===== config.mk =====
export PLATFORM = sky130hd
export DESIGN_NAME = acs_config_bank
export DESIGN_NICKNAME = d
export VERILOG_FILES = /design/src/design/acs_pkg.sv /design/src/design/acs_chan_seq.sv /design/src/design/acs_config_bank.sv
export SDC_FILE = /design/constraint.sdc
export NUM_CORES = 1
export LEC_CHECK = 0
export ABC_AREA = 0
export BUFFER_PORTS_ARGS = -buffer_cell sky130_fd_sc_hd__buf_2
export CAP_MARGIN = 0
export CORE_MARGIN = 2
export CORE_UTILIZATION = 56
export DETAILED_ROUTE_END_ITERATION = 8
export PLACE_DENSITY = 0.82
export SLEW_MARGIN = 30
export SYNTH_ARGS = -nofsm -noshare
export SYNTH_HDL_FRONTEND = slang
export SYNTH_SLANG_ARGS = --single-unit

===== constraint.sdc =====
create_clock -name clk -period 13.77 [get_ports clk]
set_input_delay 0.6885 -clock clk [delete_from_list [all_inputs] [get_ports clk]]
set_output_delay 0.6885 -clock clk [all_outputs]
set_load 0.03 [all_outputs]

===== src/design/acs_pkg.sv =====
// ----------------------------------------------------------------------
// Shared constants and carriers for the channel sequencer config bank
// ----------------------------------------------------------------------
package acs_pkg;

  // ----------------------------------------------------------------------
  // Sizes
  // ----------------------------------------------------------------------
  localparam int NCH = 4; // Channel registers
  localparam int NSU = 4; // Setups
  localparam int DW = 24; // Widest register

  // ----------------------------------------------------------------------
  // Register offsets
  // ----------------------------------------------------------------------
  localparam logic [7:0] ADDR_STATUS = 8'h00;
  localparam logic [7:0] ADDR_MODE = 8'h01;
  localparam logic [7:0] ADDR_SERIAL_INTERFACE_MODE = 8'h02;
  localparam logic [7:0] ADDR_CH_BASE = 8'h10;
  localparam logic [7:0] ADDR_SETUP_BASE = 8'h20;
  localparam logic [7:0] ADDR_FILT_BASE = 8'h28;
  localparam logic [7:0] ADDR_OFFS_BASE = 8'h30;
  localparam logic [7:0] ADDR_GAIN_BASE = 8'h38;

  // ----------------------------------------------------------------------
  // Values after reset
  // ----------------------------------------------------------------------
  localparam logic [15:0] MODE_RST = 16'h8000;
  localparam logic [15:0] SERIAL_INTERFACE_MODE_RST = 16'h0000;
  localparam logic [15:0] CH0_RST = 16'h8001;
  localparam logic [15:0] CHN_RST = 16'h0001;
  localparam logic [15:0] SETUP_RST = 16'h1020;
  localparam logic [15:0] FILT_RST = 16'h0000;
  localparam logic [23:0] OFFS_RST = 24'h800000;
  localparam logic [23:0] GAIN_RST = 24'h500000;

  // ----------------------------------------------------------------------
  // Writable bits; reserved bits read as zero
  // ----------------------------------------------------------------------
  localparam logic [15:0] MODE_MASK = 16'ha77c;
  localparam logic [15:0] SERIAL_INTERFACE_MODE_MASK = 16'h1ded;
  localparam logic [15:0] CH_MASK = 16'hf3ff;
  localparam logic [15:0] SETUP_MASK = 16'h1030;
  localparam logic [15:0] FILT_MASK = 16'h8f7f;

  // ----------------------------------------------------------------------
  // Field positions
  // ----------------------------------------------------------------------
  localparam int CH_EN_BIT = 15;
  localparam int CH_SETUP_LSB = 12;
  localparam int CH_POS_LSB = 5;
  localparam int CH_NEG_LSB = 0;
  localparam int IF_CONTINUOUS_READ_ENABLE_BIT = 7;
  localparam int IF_STAT_BIT = 6;
  localparam int IF_CRC_LSB = 2;
  localparam int IF_WL_BIT = 0;
  localparam int MODE_REFEN_BIT = 15;
  localparam int MODE_SING_BIT = 13;
  localparam int MODE_DELAY_LSB = 8;
  localparam int MODE_CONV_LSB = 4;
  localparam int MODE_CLK_LSB = 2;
  localparam int SU_BIPOLAR_BIT = 12;
  localparam int SU_REF_LSB = 4;
  localparam logic [2:0] MODE_CONT = 3'h0; // Continuous conversion

  // ----------------------------------------------------------------------
  // Carriers
  // ----------------------------------------------------------------------
  typedef struct packed {
    logic [7:0] addr;
    logic [23:0] wdata;
    logic wr;
    logic rd;
  } acs_bus_s;

  typedef struct packed {
    logic valid;
    logic [1:0] chan;
    logic [4:0] pinPos;
    logic [4:0] pinNeg;
    logic [1:0] setup;
  } acs_route_s;

  typedef struct packed {
    logic bipolar;
    logic [1:0] refSel;
    logic [15:0] filter;
    logic [23:0] offset;
    logic [23:0] gain;
  } acs_setup_s;

  typedef struct packed {
    logic shortWord;
    logic [1:0] crcMode;
    logic statusAppend;
    logic continuous_read_enable;
  } acs_iface_s;

endpackage


===== src/design/acs_chan_seq.sv =====
`timescale 1ns/1ps
// ----------------------------------------------------------------------
// Channel sequencer: walks enabled channels in ascending order
// ----------------------------------------------------------------------
module acs_chan_seq (
  input logic clk,
  input logic rst,
  input logic [3:0] en,
  input logic run,
  input logic convDone,
  output logic [1:0] cur_r,
  output logic active_r
);
  import acs_pkg::*;

  logic [1:0] curNxt; // Next channel index
  logic activeNxt; // Next running flag

  // Lowest enabled channel strictly after from, wrapping; from if none else
  function automatic logic [1:0] nextEnabled(input logic [3:0] e, input logic [1:0] from);
    logic [1:0] pick;
    logic [1:0] idx;
    pick = from;
    for (int i = 4; i >= 1; i--) begin
      idx = from + i[1:0];
      if (e[idx]) begin
        pick = idx;
      end
    end
    return pick;
  endfunction

  // Next state: hold on a channel until its result is out
  always_comb begin
    curNxt = cur_r;
    activeNxt = run && (|en);
    if (!activeNxt) begin
      // Idle: park on the lowest enabled channel
      curNxt = nextEnabled(en, 2'h3);
    end else if (!active_r) begin
      // Start of a run always begins at the lowest one
      curNxt = nextEnabled(en, 2'h3); // see RQ3
    end else if (convDone) begin
      // Disabled channels are passed over in the search
      curNxt = nextEnabled(en, cur_r); // see RQ3 see RQ9 see RQ12
    end
  end

  // Registers
  always_ff @(posedge clk or posedge rst) begin
    if (rst) begin
      cur_r <= 2'h0;
      active_r <= 1'b0;
    end else begin
      cur_r <= curNxt;
      active_r <= activeNxt;
    end
  end
endmodule // acs_chan_seq


===== src/design/acs_config_bank.sv =====
// Decided for this implementation: the plain strobed port.
`timescale 1ns/1ps
// Behaviour
// RQ1 - Interface mode holds word, checksum, status, continuous-read
// RQ2 - Channel register top bit enables that channel
// RQ3 - Visit enabled channels ascending, then wrap
// RQ4 - Up to four channels, sequenced automatically
// RQ5 - Any of five pins as either input
// RQ6 - Any pin may be shared negative input
// RQ7 - Channels pick own or shared setup
// RQ8 - Software may leave gain and offset unprogrammed
// RQ9 - Disabled channels are skipped
// RQ10 - Reset: channel 0 on, pins 0/1, setup 0
// RQ11 - Setup has config, filter, offset, gain registers
// RQ12 - Advance only after current result completes
module acs_config_bank (
  input logic clk,
  input logic rst,
  input acs_pkg::acs_bus_s bus,
  output logic [23:0] rdData_r,
  input logic convDone,
  output acs_pkg::acs_route_s route_r,
  output acs_pkg::acs_setup_s setupSel_r,
  output acs_pkg::acs_iface_s iface,
  output logic refEnable,
  output logic singleCycle,
  output logic [2:0] delaySel,
  output logic [2:0] convMode,
  output logic [1:0] clockSel
);
  import acs_pkg::*;

  // ----------------------------------------------------------------------
  // Storage
  // ----------------------------------------------------------------------
  logic [15:0] modeReg_r; // Converter mode control
  logic [15:0] modeReg_nxt;
  logic [15:0] ifReg_r; // Serial interface mode
  logic [15:0] ifReg_nxt;
  logic [15:0] chanReg_r [NCH]; // Channel routing and enable
  logic [15:0] chanReg_nxt [NCH];
  logic [15:0] setupReg_r [NSU]; // Coding and reference per setup
  logic [15:0] setupReg_nxt [NSU];
  logic [15:0] filtReg_r [NSU]; // Filter choice per setup
  logic [15:0] filtReg_nxt [NSU];
  logic [23:0] offsReg_r [NSU]; // Offset coefficient per setup
  logic [23:0] offsReg_nxt [NSU];
  logic [23:0] gainReg_r [NSU]; // Gain coefficient per setup
  logic [23:0] gainReg_nxt [NSU];

  // ----------------------------------------------------------------------
  // Sequencing and output staging
  // ----------------------------------------------------------------------
  logic [3:0] chanEn; // Enable bit of every channel
  logic [1:0] seqCur; // Channel the sequencer points at
  logic seqActive; // Sequencer is running
  logic seqRun; // Converter mode allows sequencing
  logic [1:0] curSetup; // Setup of the current channel
  logic [23:0] rdData_nxt;
  acs_route_s route_nxt;
  acs_setup_s setupSel_nxt;

  // True when the address falls in the four-entry bank at base
  function automatic logic inBank(input logic [7:0] a, input logic [7:0] base);
    return a[7:2] == base[7:2];
  endfunction

  // ----------------------------------------------------------------------
  // Channel enables
  // ----------------------------------------------------------------------
  // Each channel's top bit is its enable
  for (genvar c = 0; c < NCH; c++) begin : g_en
    assign chanEn[c] = chanReg_r[c][CH_EN_BIT]; // see RQ2
  end

  // Sequencing runs in continuous conversion only; any other mode stops
  // the sequencer and parks it on the lowest enabled channel
  assign seqRun = modeReg_r[MODE_CONV_LSB +: 3] == MODE_CONT;

  // Setup chosen by the channel now in use; only two bits pick one of four
  assign curSetup = chanReg_r[seqCur][CH_SETUP_LSB +: 2]; // see RQ7

  // ----------------------------------------------------------------------
  // Sequencer
  // ----------------------------------------------------------------------
  acs_chan_seq u_seq (
    .clk(clk),
    .rst(rst),
    .en(chanEn),
    .run(seqRun),
    .convDone(convDone),
    .cur_r(seqCur),
    .active_r(seqActive)
  );

  // ----------------------------------------------------------------------
  // Register writes
  // ----------------------------------------------------------------------
  // Reserved bits are masked on the way in so they always read as zero
  always_comb begin
    modeReg_nxt = modeReg_r;
    ifReg_nxt = ifReg_r;
    chanReg_nxt = chanReg_r;
    setupReg_nxt = setupReg_r;
    filtReg_nxt = filtReg_r;
    offsReg_nxt = offsReg_r;
    gainReg_nxt = gainReg_r;
    if (bus.wr) begin
      if (bus.addr == ADDR_MODE) begin
        modeReg_nxt = bus.wdata[15:0] & MODE_MASK;
      end
      if (bus.addr == ADDR_SERIAL_INTERFACE_MODE) begin
        // Word length, checksum, status append, continuous read
        ifReg_nxt = bus.wdata[15:0] & SERIAL_INTERFACE_MODE_MASK; // see RQ1
      end
      if (inBank(bus.addr, ADDR_CH_BASE)) begin
        // Both pin fields take any code, so any pin can be the
        // common negative of several channels
        chanReg_nxt[bus.addr[1:0]] = bus.wdata[15:0] & CH_MASK; // see RQ5 see RQ6
      end
      if (inBank(bus.addr, ADDR_SETUP_BASE)) begin
        setupReg_nxt[bus.addr[1:0]] = bus.wdata[15:0] & SETUP_MASK; // see RQ11
      end
      if (inBank(bus.addr, ADDR_FILT_BASE)) begin
        filtReg_nxt[bus.addr[1:0]] = bus.wdata[15:0] & FILT_MASK; // see RQ11
      end
      // Correction words keep their reset values until software writes
      // them, which it is free never to do
      if (inBank(bus.addr, ADDR_OFFS_BASE)) begin
        offsReg_nxt[bus.addr[1:0]] = bus.wdata; // see RQ11
      end
      if (inBank(bus.addr, ADDR_GAIN_BASE)) begin
        gainReg_nxt[bus.addr[1:0]] = bus.wdata; // see RQ11
      end
    end
  end

  // Register file flops; reset values are the power-on defaults
  always_ff @(posedge clk or posedge rst) begin
    if (rst) begin
      modeReg_r <= MODE_RST;
      ifReg_r <= SERIAL_INTERFACE_MODE_RST;
      for (int i = 0; i < NCH; i++) begin
        // Channel 0 comes up live on pins 0 and 1 with setup 0
        chanReg_r[i] <= (i == 0) ? CH0_RST : CHN_RST; // see RQ10
      end
      for (int i = 0; i < NSU; i++) begin
        setupReg_r[i] <= SETUP_RST;
        filtReg_r[i] <= FILT_RST;
        offsReg_r[i] <= OFFS_RST;
        gainReg_r[i] <= GAIN_RST;
      end
    end else begin
      modeReg_r <= modeReg_nxt;
      ifReg_r <= ifReg_nxt;
      chanReg_r <= chanReg_nxt;
      setupReg_r <= setupReg_nxt;
      filtReg_r <= filtReg_nxt;
      offsReg_r <= offsReg_nxt;
      gainReg_r <= gainReg_nxt;
    end
  end

  // ----------------------------------------------------------------------
  // Register reads
  // ----------------------------------------------------------------------
  // Data stands for exactly the cycle after the strobe; zero otherwise,
  // and zero for unmapped addresses
  always_comb begin
    rdData_nxt = '0;
    if (bus.rd) begin
      if (bus.addr == ADDR_STATUS) begin
        // Enables, running flag and current channel
        rdData_nxt = {16'h0000, chanEn, 1'b0, seqActive, seqCur};
      end else if (bus.addr == ADDR_MODE) begin
        rdData_nxt = {8'h00, modeReg_r};
      end else if (bus.addr == ADDR_SERIAL_INTERFACE_MODE) begin
        rdData_nxt = {8'h00, ifReg_r};
      end else if (inBank(bus.addr, ADDR_CH_BASE)) begin
        rdData_nxt = {8'h00, chanReg_r[bus.addr[1:0]]};
      end else if (inBank(bus.addr, ADDR_SETUP_BASE)) begin
        rdData_nxt = {8'h00, setupReg_r[bus.addr[1:0]]};
      end else if (inBank(bus.addr, ADDR_FILT_BASE)) begin
        rdData_nxt = {8'h00, filtReg_r[bus.addr[1:0]]};
      end else if (inBank(bus.addr, ADDR_OFFS_BASE)) begin
        rdData_nxt = offsReg_r[bus.addr[1:0]];
      end else if (inBank(bus.addr, ADDR_GAIN_BASE)) begin
        rdData_nxt = gainReg_r[bus.addr[1:0]];
      end
    end
  end

  // ----------------------------------------------------------------------
  // Route and setup towards the converter
  // ----------------------------------------------------------------------
  // Staged one cycle so the outputs come from flops; the converter sees
  // a channel change one clock after the sequencer moves
  always_comb begin
    route_nxt.valid = seqActive && chanEn[seqCur]; // see RQ2 see RQ9
    route_nxt.chan = seqCur; // see RQ3 see RQ4
    route_nxt.pinPos = chanReg_r[seqCur][CH_POS_LSB +: 5]; // see RQ5
    route_nxt.pinNeg = chanReg_r[seqCur][CH_NEG_LSB +: 5]; // see RQ6
    route_nxt.setup = curSetup;
    // Every channel on the same setup shares these settings
    setupSel_nxt.bipolar = setupReg_r[curSetup][SU_BIPOLAR_BIT]; // see RQ7
    setupSel_nxt.refSel = setupReg_r[curSetup][SU_REF_LSB +: 2];
    setupSel_nxt.filter = filtReg_r[curSetup];
    setupSel_nxt.offset = offsReg_r[curSetup]; // see RQ8
    setupSel_nxt.gain = gainReg_r[curSetup]; // see RQ8
  end

  // Output staging flops
  always_ff @(posedge clk or posedge rst) begin
    if (rst) begin
      rdData_r <= '0;
      route_r <= '0;
      setupSel_r <= '0;
    end else begin
      rdData_r <= rdData_nxt;
      route_r <= route_nxt;
      setupSel_r <= setupSel_nxt;
    end
  end

  // ----------------------------------------------------------------------
  // Mode fields, taken straight from their register flops
  // ----------------------------------------------------------------------
  assign iface.shortWord = ifReg_r[IF_WL_BIT]; // see RQ1
  assign iface.crcMode = ifReg_r[IF_CRC_LSB +: 2];
  assign iface.statusAppend = ifReg_r[IF_STAT_BIT];
  assign iface.continuous_read_enable = ifReg_r[IF_CONTINUOUS_READ_ENABLE_BIT];
  assign refEnable = modeReg_r[MODE_REFEN_BIT];
  assign singleCycle = modeReg_r[MODE_SING_BIT];
  assign delaySel = modeReg_r[MODE_DELAY_LSB +: 3];
  assign convMode = modeReg_r[MODE_CONV_LSB +: 3];
  assign clockSel = modeReg_r[MODE_CLK_LSB +: 2];
endmodule // acs_config_bank


== Word-level counts from Yosys, hierarchy flattened ==
Cells that the tools add are included.

* Equal/unequal tests: 9
* Bitwise operators: 3
* Muxes and demuxes: 65
* Order comparisons: 8
* Reductions and logical operators: 14
* Add/subtract/negate cells: 3

{| class="wikitable"
|+ Operator list
! cell !! number
|-
| $mux W24 || 18
|-
| $bmux W16 S2 || 6
|-
| $bmux W24 S2 || 4
|-
| $bwmux W64 || 3
|-
| $bwmux W96 || 2
|-
| $mux W16 || 9
|-
| $demux W24 S2 || 1
|-
| $demux W16 S2 || 1
|-
| $mux W14 || 2
|-
| $mux W13 || 2
|-
| $eq A6 B4 Y1 const B || 4
|-
| $mux W2 || 8
|-
| $reduce_and A2 Y1 || 8
|-
| $lt A2 B3 Y1 const B || 4
|-
| $ge A3 B3 Y1 const B || 3
|-
| $not A2 Y3 || 3
|-
| $bmux W1 S2 || 4
|-
| $eq A8 B1 Y1 const B || 1
|-
| $eq A8 B2 Y1 const B || 1
|-
| $logic_not A8 Y1 || 1
|-
| $eq A6 B3 Y1 const B || 1
|-
| $mux W1 || 5
|-
| $ne A5 B5 Y1 const B || 1
|-
| $add A2 B2 Y2 const B || 2
|-
| other kinds (6) || 8
|}

* Bits in registers: 513
* Bits of input ports: 37
* Output and inout port bits: 121

== Longest topological paths before layout ==
* Word-level depth: 13
* Mapped depth: 9
* Gate-level depth less buffers: 5

== By module ==
Synthesis repeated with hierarchy kept, for this count alone.

* Cell total of the unflattened synthesis: 1,241
* Area, all modules: 19,902.8 um2

{| class="wikitable"
|+ By module, submodules not included
! module !! area each (um2) !! times used !! cells each !! seq. area each (um2)
|-
| acs_config_bank || 19,608.8 || 1 || 1,210 || 10,792.9
|-
| acs_chan_seq || 294.0 || 1 || 31 || 75.1
|}

== Worst setup path before layout ==
Ideal clock, no wire load.

* Path type: input to register
* Start: in bus[29] (netlist name)
* End: reg ifReg_r[0]
* Data arrival time: 2.537 ns
* Buffers on the path: 4
* Stages on the path: 8
* Path slack: 11.108 ns
* Cell sequence: buf_6 or4_1 buf_2 or3_4 buf_6 nor2_4 buf_6 mux2_2

* Longest elaborated chain between the ends: 2

{| class="wikitable"
|+ RTL lines
! item !! RTL line !! text
|-
| start, declared || acs_config_bank.sv:19 || <nowiki>input acs_pkg::acs_bus_s bus,</nowiki>
|-
| $eq A8 B2 Y1 || acs_config_bank.sv:112 || <nowiki>if (bus.addr == ADDR_SERIAL_INTERFACE_MODE) begin</nowiki>
|-
| $reduce_and A2 Y1 (no source line) || -- ||
|-
| end signal, assigned || acs_config_bank.sv:155 || <nowiki>ifReg_r <= ifReg_nxt;</nowiki>
|-
| end, declared || acs_config_bank.sv:38 || <nowiki>logic [15:0] ifReg_r;</nowiki>
|}

No other way between the ends.
A chain may end at the register's enable or synchronous reset.

== Worst setup path in the final report ==
* Start: in bus[26] (netlist name)
* End: reg offsReg_r[5] (netlist name)

* Longest elaborated chain between the ends: 6
* Elaborated cells between the ends (all ways): 7
* Those cells by class: 2 x order compare; 3 x mux; 1 x bitwise; 1 x reduce/logical

{| class="wikitable"
|+ RTL lines
! item !! RTL line !! text
|-
| $not A2 Y3 (not written as such) (*) || acs_config_bank.sv:130 || <nowiki>offsReg_nxt[bus.addr[1:0]] = bus.wdata;</nowiki>
|-
| $ge A3 B3 Y1 (not written as such) / $lt A3 B1 Y1 (equally long branches) || acs_config_bank.sv:130 ||
|-
| $logic_and A1 B1 Y1 (not written as such) || acs_config_bank.sv:130 ||
|-
| $mux W24 (not written as such) || acs_config_bank.sv:130 ||
|-
| $demux W24 S2 (*) || acs_config_bank.sv:130 ||
|-
| $bwmux W96 (*) || acs_config_bank.sv:130 ||
|-
| end signal, assigned || acs_config_bank.sv:159 || <nowiki>offsReg_r <= offsReg_nxt;</nowiki>
|-
| end, declared || acs_config_bank.sv:46 || <nowiki>logic [23:0] offsReg_r [NSU];</nowiki>
|}

Mark *: on every way between the ends. The rest lies on a longest branch, timed or not.

==> key figures <==
CTS
  – Sinks on Clock Net: 433
  – Setup repair bufs after CTS: 0
  – Cell at the root of the clock tree: sky130_fd_sc_hd__clkbuf_16
  – # hold bufs at CTS: 0
  – Total CTS buffers: 45
  – Max H-tree Level: 2
  – Clock transition at the registers of the reported paths: ~0.06 ns
  – CTS tree: built
  – Clock Latency Late Sink: 0.59 ns
  – Number of resized instances in the post-cts repair step: 0
  – Number of buffers on the longest clock path: 3

Pwr
  – Relative contribution of the clock network to total power: 43.1%
  – Power Total: ~2.9 mW
  – Leak: between 10 and 15 nW
  – Power density of the placed cells: approximately 130 mW/mm^2
  – Switching share of power: ~25%
  – Worst vdd rail ir drop: 0.108 mV
  – Comb power frac: 9.8%
  – Internal Dissipation: 2.20 mW
  – Sequential fraction of design power: between 40% and 50%
  – Switching power: around 0.72 mW

Placed design
  – Count of placed standard cells including taps: 1777
  – Post-Place Setup Slack: between 9 and 10 ns
  – Port-buffer cells: between 150 and 200
  – Final HPWL DP: 32700 um
  – Weighted congestion at the end of routability-driven global placement: 0.920
  – Post-DP Area: approximately 0.021 sq mm

Logic synthesis
  – Warnings from Yosys: 0
  – Synthesized area per cell: between 15 and 20 sq um
  – Synth Cell Area: a little under 0.02 sq mm
  – Share of async-settable or async-resettable flops after synthesis: 100%
  – Number of synthesized register bits: ~430
  – Register area share after synthesis: ~55%
  – Post-synth EDFFs: 0
  – Primary flip-flop cell chosen by synthesis mapping: sky130_fd_sc_hd__dfrtp_1
  – Synthesized instance count: around 1300
  – Number of unique standard cell types used by synthesis: 59

STA
  – Relative slew margins: between 30% and 40%
  – Finish-stage setup viols: 0
  – Time the worst path needs with I/O delays and setup: 3.35 ns
  – Period utilisation layout: 24.3%
  – Setup Total Neg Slack: 0 ns
  – Hold_ws: between 0.06 and 0.07 ns
  – Setup repair after global routing missed its margin: no
  – Max Freq: 0.298 GHz
  – Final worst setup slack: about 10 ns
  – Worst Max-Slew Pin Slew: 0.941 ns
  – Count of final hold-check violations: 0
  – Max Clock Skew: 0.0204 ns
  – Slew Viols, Final: 0

GRT
  – Vias in the first global route: ~13000
  – Sum of overflow across all layers after global routing: 0
  – Aggregate global-route resource usage: between 20% and 30%
  – First-pass GRT wire length: ~78000 um
  – Number of antenna violations at the first check in global routing: 3
  – Maximum number of pins on one net before global-route repair: approximately 190

Critical path
  – Critical path endpoint category: register
  – CP Data Required Time: 14.23 ns
  – Crit-path cells: buf_6 -> buf_4 -> nand3_1 -> nor2_2 -> buf_4 -> mux2_2
  – End of the worst register-to-register path: setupSel_r[58]$_DFF_PP0_
  – Cell occurring most often along the worst timing path: sky130_fd_sc_hd__buf_4
  – Bufs and invs on worst path: 3
  – WS Path Type: primary input to register
  – Critical path origin: bus[26]
  – Logic depth of the worst register-to-register path: 4
  – Worst flop-to-flop path startpoint: u_seq.cur_r[0]$_DFFE_PP0P_
  – Flop-to-flop setup slack: around 11 ns
  – Kind of cell adding the most delay to the critical path: buffers and inverters
  – Worst-path maximum fanout: between 40 and 50
  – Slowest Stage Delay on Critical Path: 0.77 ns
  – Cell at the slowest stage of the critical path: sky130_fd_sc_hd__buf_4
  – Arrival time worst endpoint: about 3.8 ns
  – Crit path launch type: primary input

Floorplanning
  – Std-Cell Core Area: roughly 0.035 sq mm
  – Std-Cell Rows: 68
  – Starting density of the core: a little under three fifths
  – Die height: 192 um
  – Die Span X: 192 um
  – Io pins: 158
  – Area of the die: 0.0370 sq mm

Detailed routing
  – Total Routed Length: between 50000 and 60000 um
  – Starting DRT DRC Count: roughly 1100
  – First drt pass iteration count: 5
  – Detailed-route DRC error count: 0
  – Detail-routed net length per standard cell: 27.2 um
  – Final antenna-violating net count: 0
  – Via total after detailed routing: 12200
  – Vias per Instance: between 6 and 7

Worst hold path
  – Path class of the lowest-slack min-delay path: primary input to asynchronous set/reset pin

Finish
  – Layout Cell Area excl Fill: roughly 0.022 sq mm
  – Most frequent cells in the layout: sky130_fd_sc_hd__dfrtp_1 (407), sky130_fd_sc_hd__mux2_2 (327), sky130_fd_sc_hd__buf_2 (151), sky130_fd_sc_hd__mux4_2 (149), sky130_fd_sc_hd__nand2_1 (52)
  – Most common cell after layout, fill and taps aside: sky130_fd_sc_hd__dfrtp_1
  – Proportion of layout cells with a drive suffix above 1: 54.7%
  – FILL cells: roughly 2400
  – Utilization of the core after routing: between 60% and 70%
  – Total Nets Final: about 1400
  – Area growth from synthesis to layout: 13.2%
  – Non-Filler Instances: around 1900

Run
  – Max_cap viols: 0

Status
  – Outcome: finished, final reports clean
[cells by family (layout without fill, tap and decap cells)]
logic type	Yosys count	in the layout	synth area share (%)
and+or+nand+nor	128	128	3.36
buffers and inverters	116	266	2.79
AOI/OAI and AO/OA	91	91	3.15
other	1	5	0.0189
xor gates and xnor gates	1	1	0.0441
muxes	485	485	35.9
DFF	433	433	54.7
[power groups by stage]
stage / Sequential, mW / Clock, mW / Combinational (mW)
after CTS: 1.38 / 1.28 / 0.285
after global routing: 1.38 / 1.33 / 0.305
final: 1.38 / 1.26 / 0.285
after global placement: 1.39 / 0 / 0.277
after detailed placement: 1.40 / 0 / 0.284
after floorplan: 1.42 / 0 / 0.174
[layer usage]
metal	track usage [%]	up-vias	part of all wire, %
met5	0	-	0.043
met4	10.2	4	3.6
met2	43.9	573	47
li1	-	4995	-
met3	7.22	126	8.4
met1	40.0	6456	41
[worst max-delay path by stage]
| stage | to | depth (start not counted) |
|---|---|---|
| global placement | offsReg_r[1]$_DFFE_PP0P_ | 6 |
| floorplan | chanEn[1]$_DFFE_PP0P_ | 1 |
| detailed placement | offsReg_r[13]$_DFFE_PP0P_ | 6 |
| global route | offsReg_r[5]$_DFFE_PP0P_ | 6 |
| CTS | offsReg_r[5]$_DFFE_PP0P_ | 6 |
| finish | offsReg_r[5]$_DFFE_PP0P_ | 6 |
[worst register-to-register path, cell delays in order (launching register included)]
cell and delay (ns):
sky130_fd_sc_hd__dfrtp_1 0.32, sky130_fd_sc_hd__buf_4 0.35, sky130_fd_sc_hd__mux4_4 0.67, sky130_fd_sc_hd__buf_6 0.66, sky130_fd_sc_hd__mux4_2 0.72
[final cells by class]
cell class              count  area (sq um)  share of cell area (%)
flip-flops and latches    433         10900                    48.3
multi-input cells         709          8480                    37.7
clock buffers              63          1240                    5.53
repair buffers            174          1000                    4.47
well taps                 455           569                    2.53
clock inverters            21           285                    1.27
inverters                   8          37.5                   0.167
diodes                      1          2.50                  0.0111
[cell usage after synthesis, types with 2 or more instances]
| master | number | area share [%] |
|---|---|---|
| sky130_fd_sc_hd__a32oi_1 | 2 | 0.088 |
| sky130_fd_sc_hd__o311ai_0 | 2 | 0.088 |
| sky130_fd_sc_hd__buf_1 | 9 | 0.17 |
| sky130_fd_sc_hd__mux4_2 | 150 | 17 |
| sky130_fd_sc_hd__buf_2 | 41 | 1.0 |
| sky130_fd_sc_hd__nor2_1 | 21 | 0.40 |
| sky130_fd_sc_hd__o22ai_1 | 5 | 0.16 |
| sky130_fd_sc_hd__a21oi_1 | 24 | 0.60 |
| sky130_fd_sc_hd__dfrtp_1 | 407 | 51 |
| sky130_fd_sc_hd__nor2_8 | 2 | 0.20 |
| sky130_fd_sc_hd__dfstp_2 | 26 | 3.4 |
| sky130_fd_sc_hd__and3_1 | 4 | 0.13 |
| sky130_fd_sc_hd__nor3_1 | 5 | 0.13 |
| sky130_fd_sc_hd__nand2b_1 | 5 | 0.16 |
| sky130_fd_sc_hd__buf_6 | 3 | 0.17 |
| sky130_fd_sc_hd__a221oi_1 | 5 | 0.22 |
| sky130_fd_sc_hd__a31oi_1 | 5 | 0.16 |
| sky130_fd_sc_hd__a22oi_1 | 12 | 0.45 |
| sky130_fd_sc_hd__and2_1 | 7 | 0.22 |
| sky130_fd_sc_hd__a311oi_1 | 3 | 0.13 |
| sky130_fd_sc_hd__or2_2 | 2 | 0.063 |
| sky130_fd_sc_hd__nor2_4 | 2 | 0.11 |
| sky130_fd_sc_hd__nand3_1 | 14 | 0.35 |
| sky130_fd_sc_hd__nor2b_1 | 4 | 0.13 |
| sky130_fd_sc_hd__inv_1 | 6 | 0.11 |
| sky130_fd_sc_hd__nand2_1 | 52 | 0.98 |
| sky130_fd_sc_hd__clkinv_1 | 2 | 0.038 |
| sky130_fd_sc_hd__nor3_4 | 2 | 0.16 |
| sky130_fd_sc_hd__a211oi_1 | 2 | 0.076 |
| sky130_fd_sc_hd__mux2_2 | 327 | 19 |
| sky130_fd_sc_hd__mux2i_1 | 8 | 0.40 |
| sky130_fd_sc_hd__a22o_1 | 6 | 0.26 |
| sky130_fd_sc_hd__o21ai_0 | 11 | 0.28 |
| sky130_fd_sc_hd__buf_4 | 12 | 0.45 |
| sky130_fd_sc_hd__clkbuf_1 | 43 | 0.81 |
[flip-flops by register name, indices dropped and copies added, names as in the netlist]
register        count
chanEn              4
chanReg_r          52
filtReg_r          48
gainReg_r          96
ifReg_r            10
modeReg_r          10
offsReg_r          96
rdData_r           24
route_r            15
setupReg_r         12
setupSel_r         63
u_seq.active_r      1
u_seq.cur_r         2
Note: power is estimated with default switching activity, not from simulation.
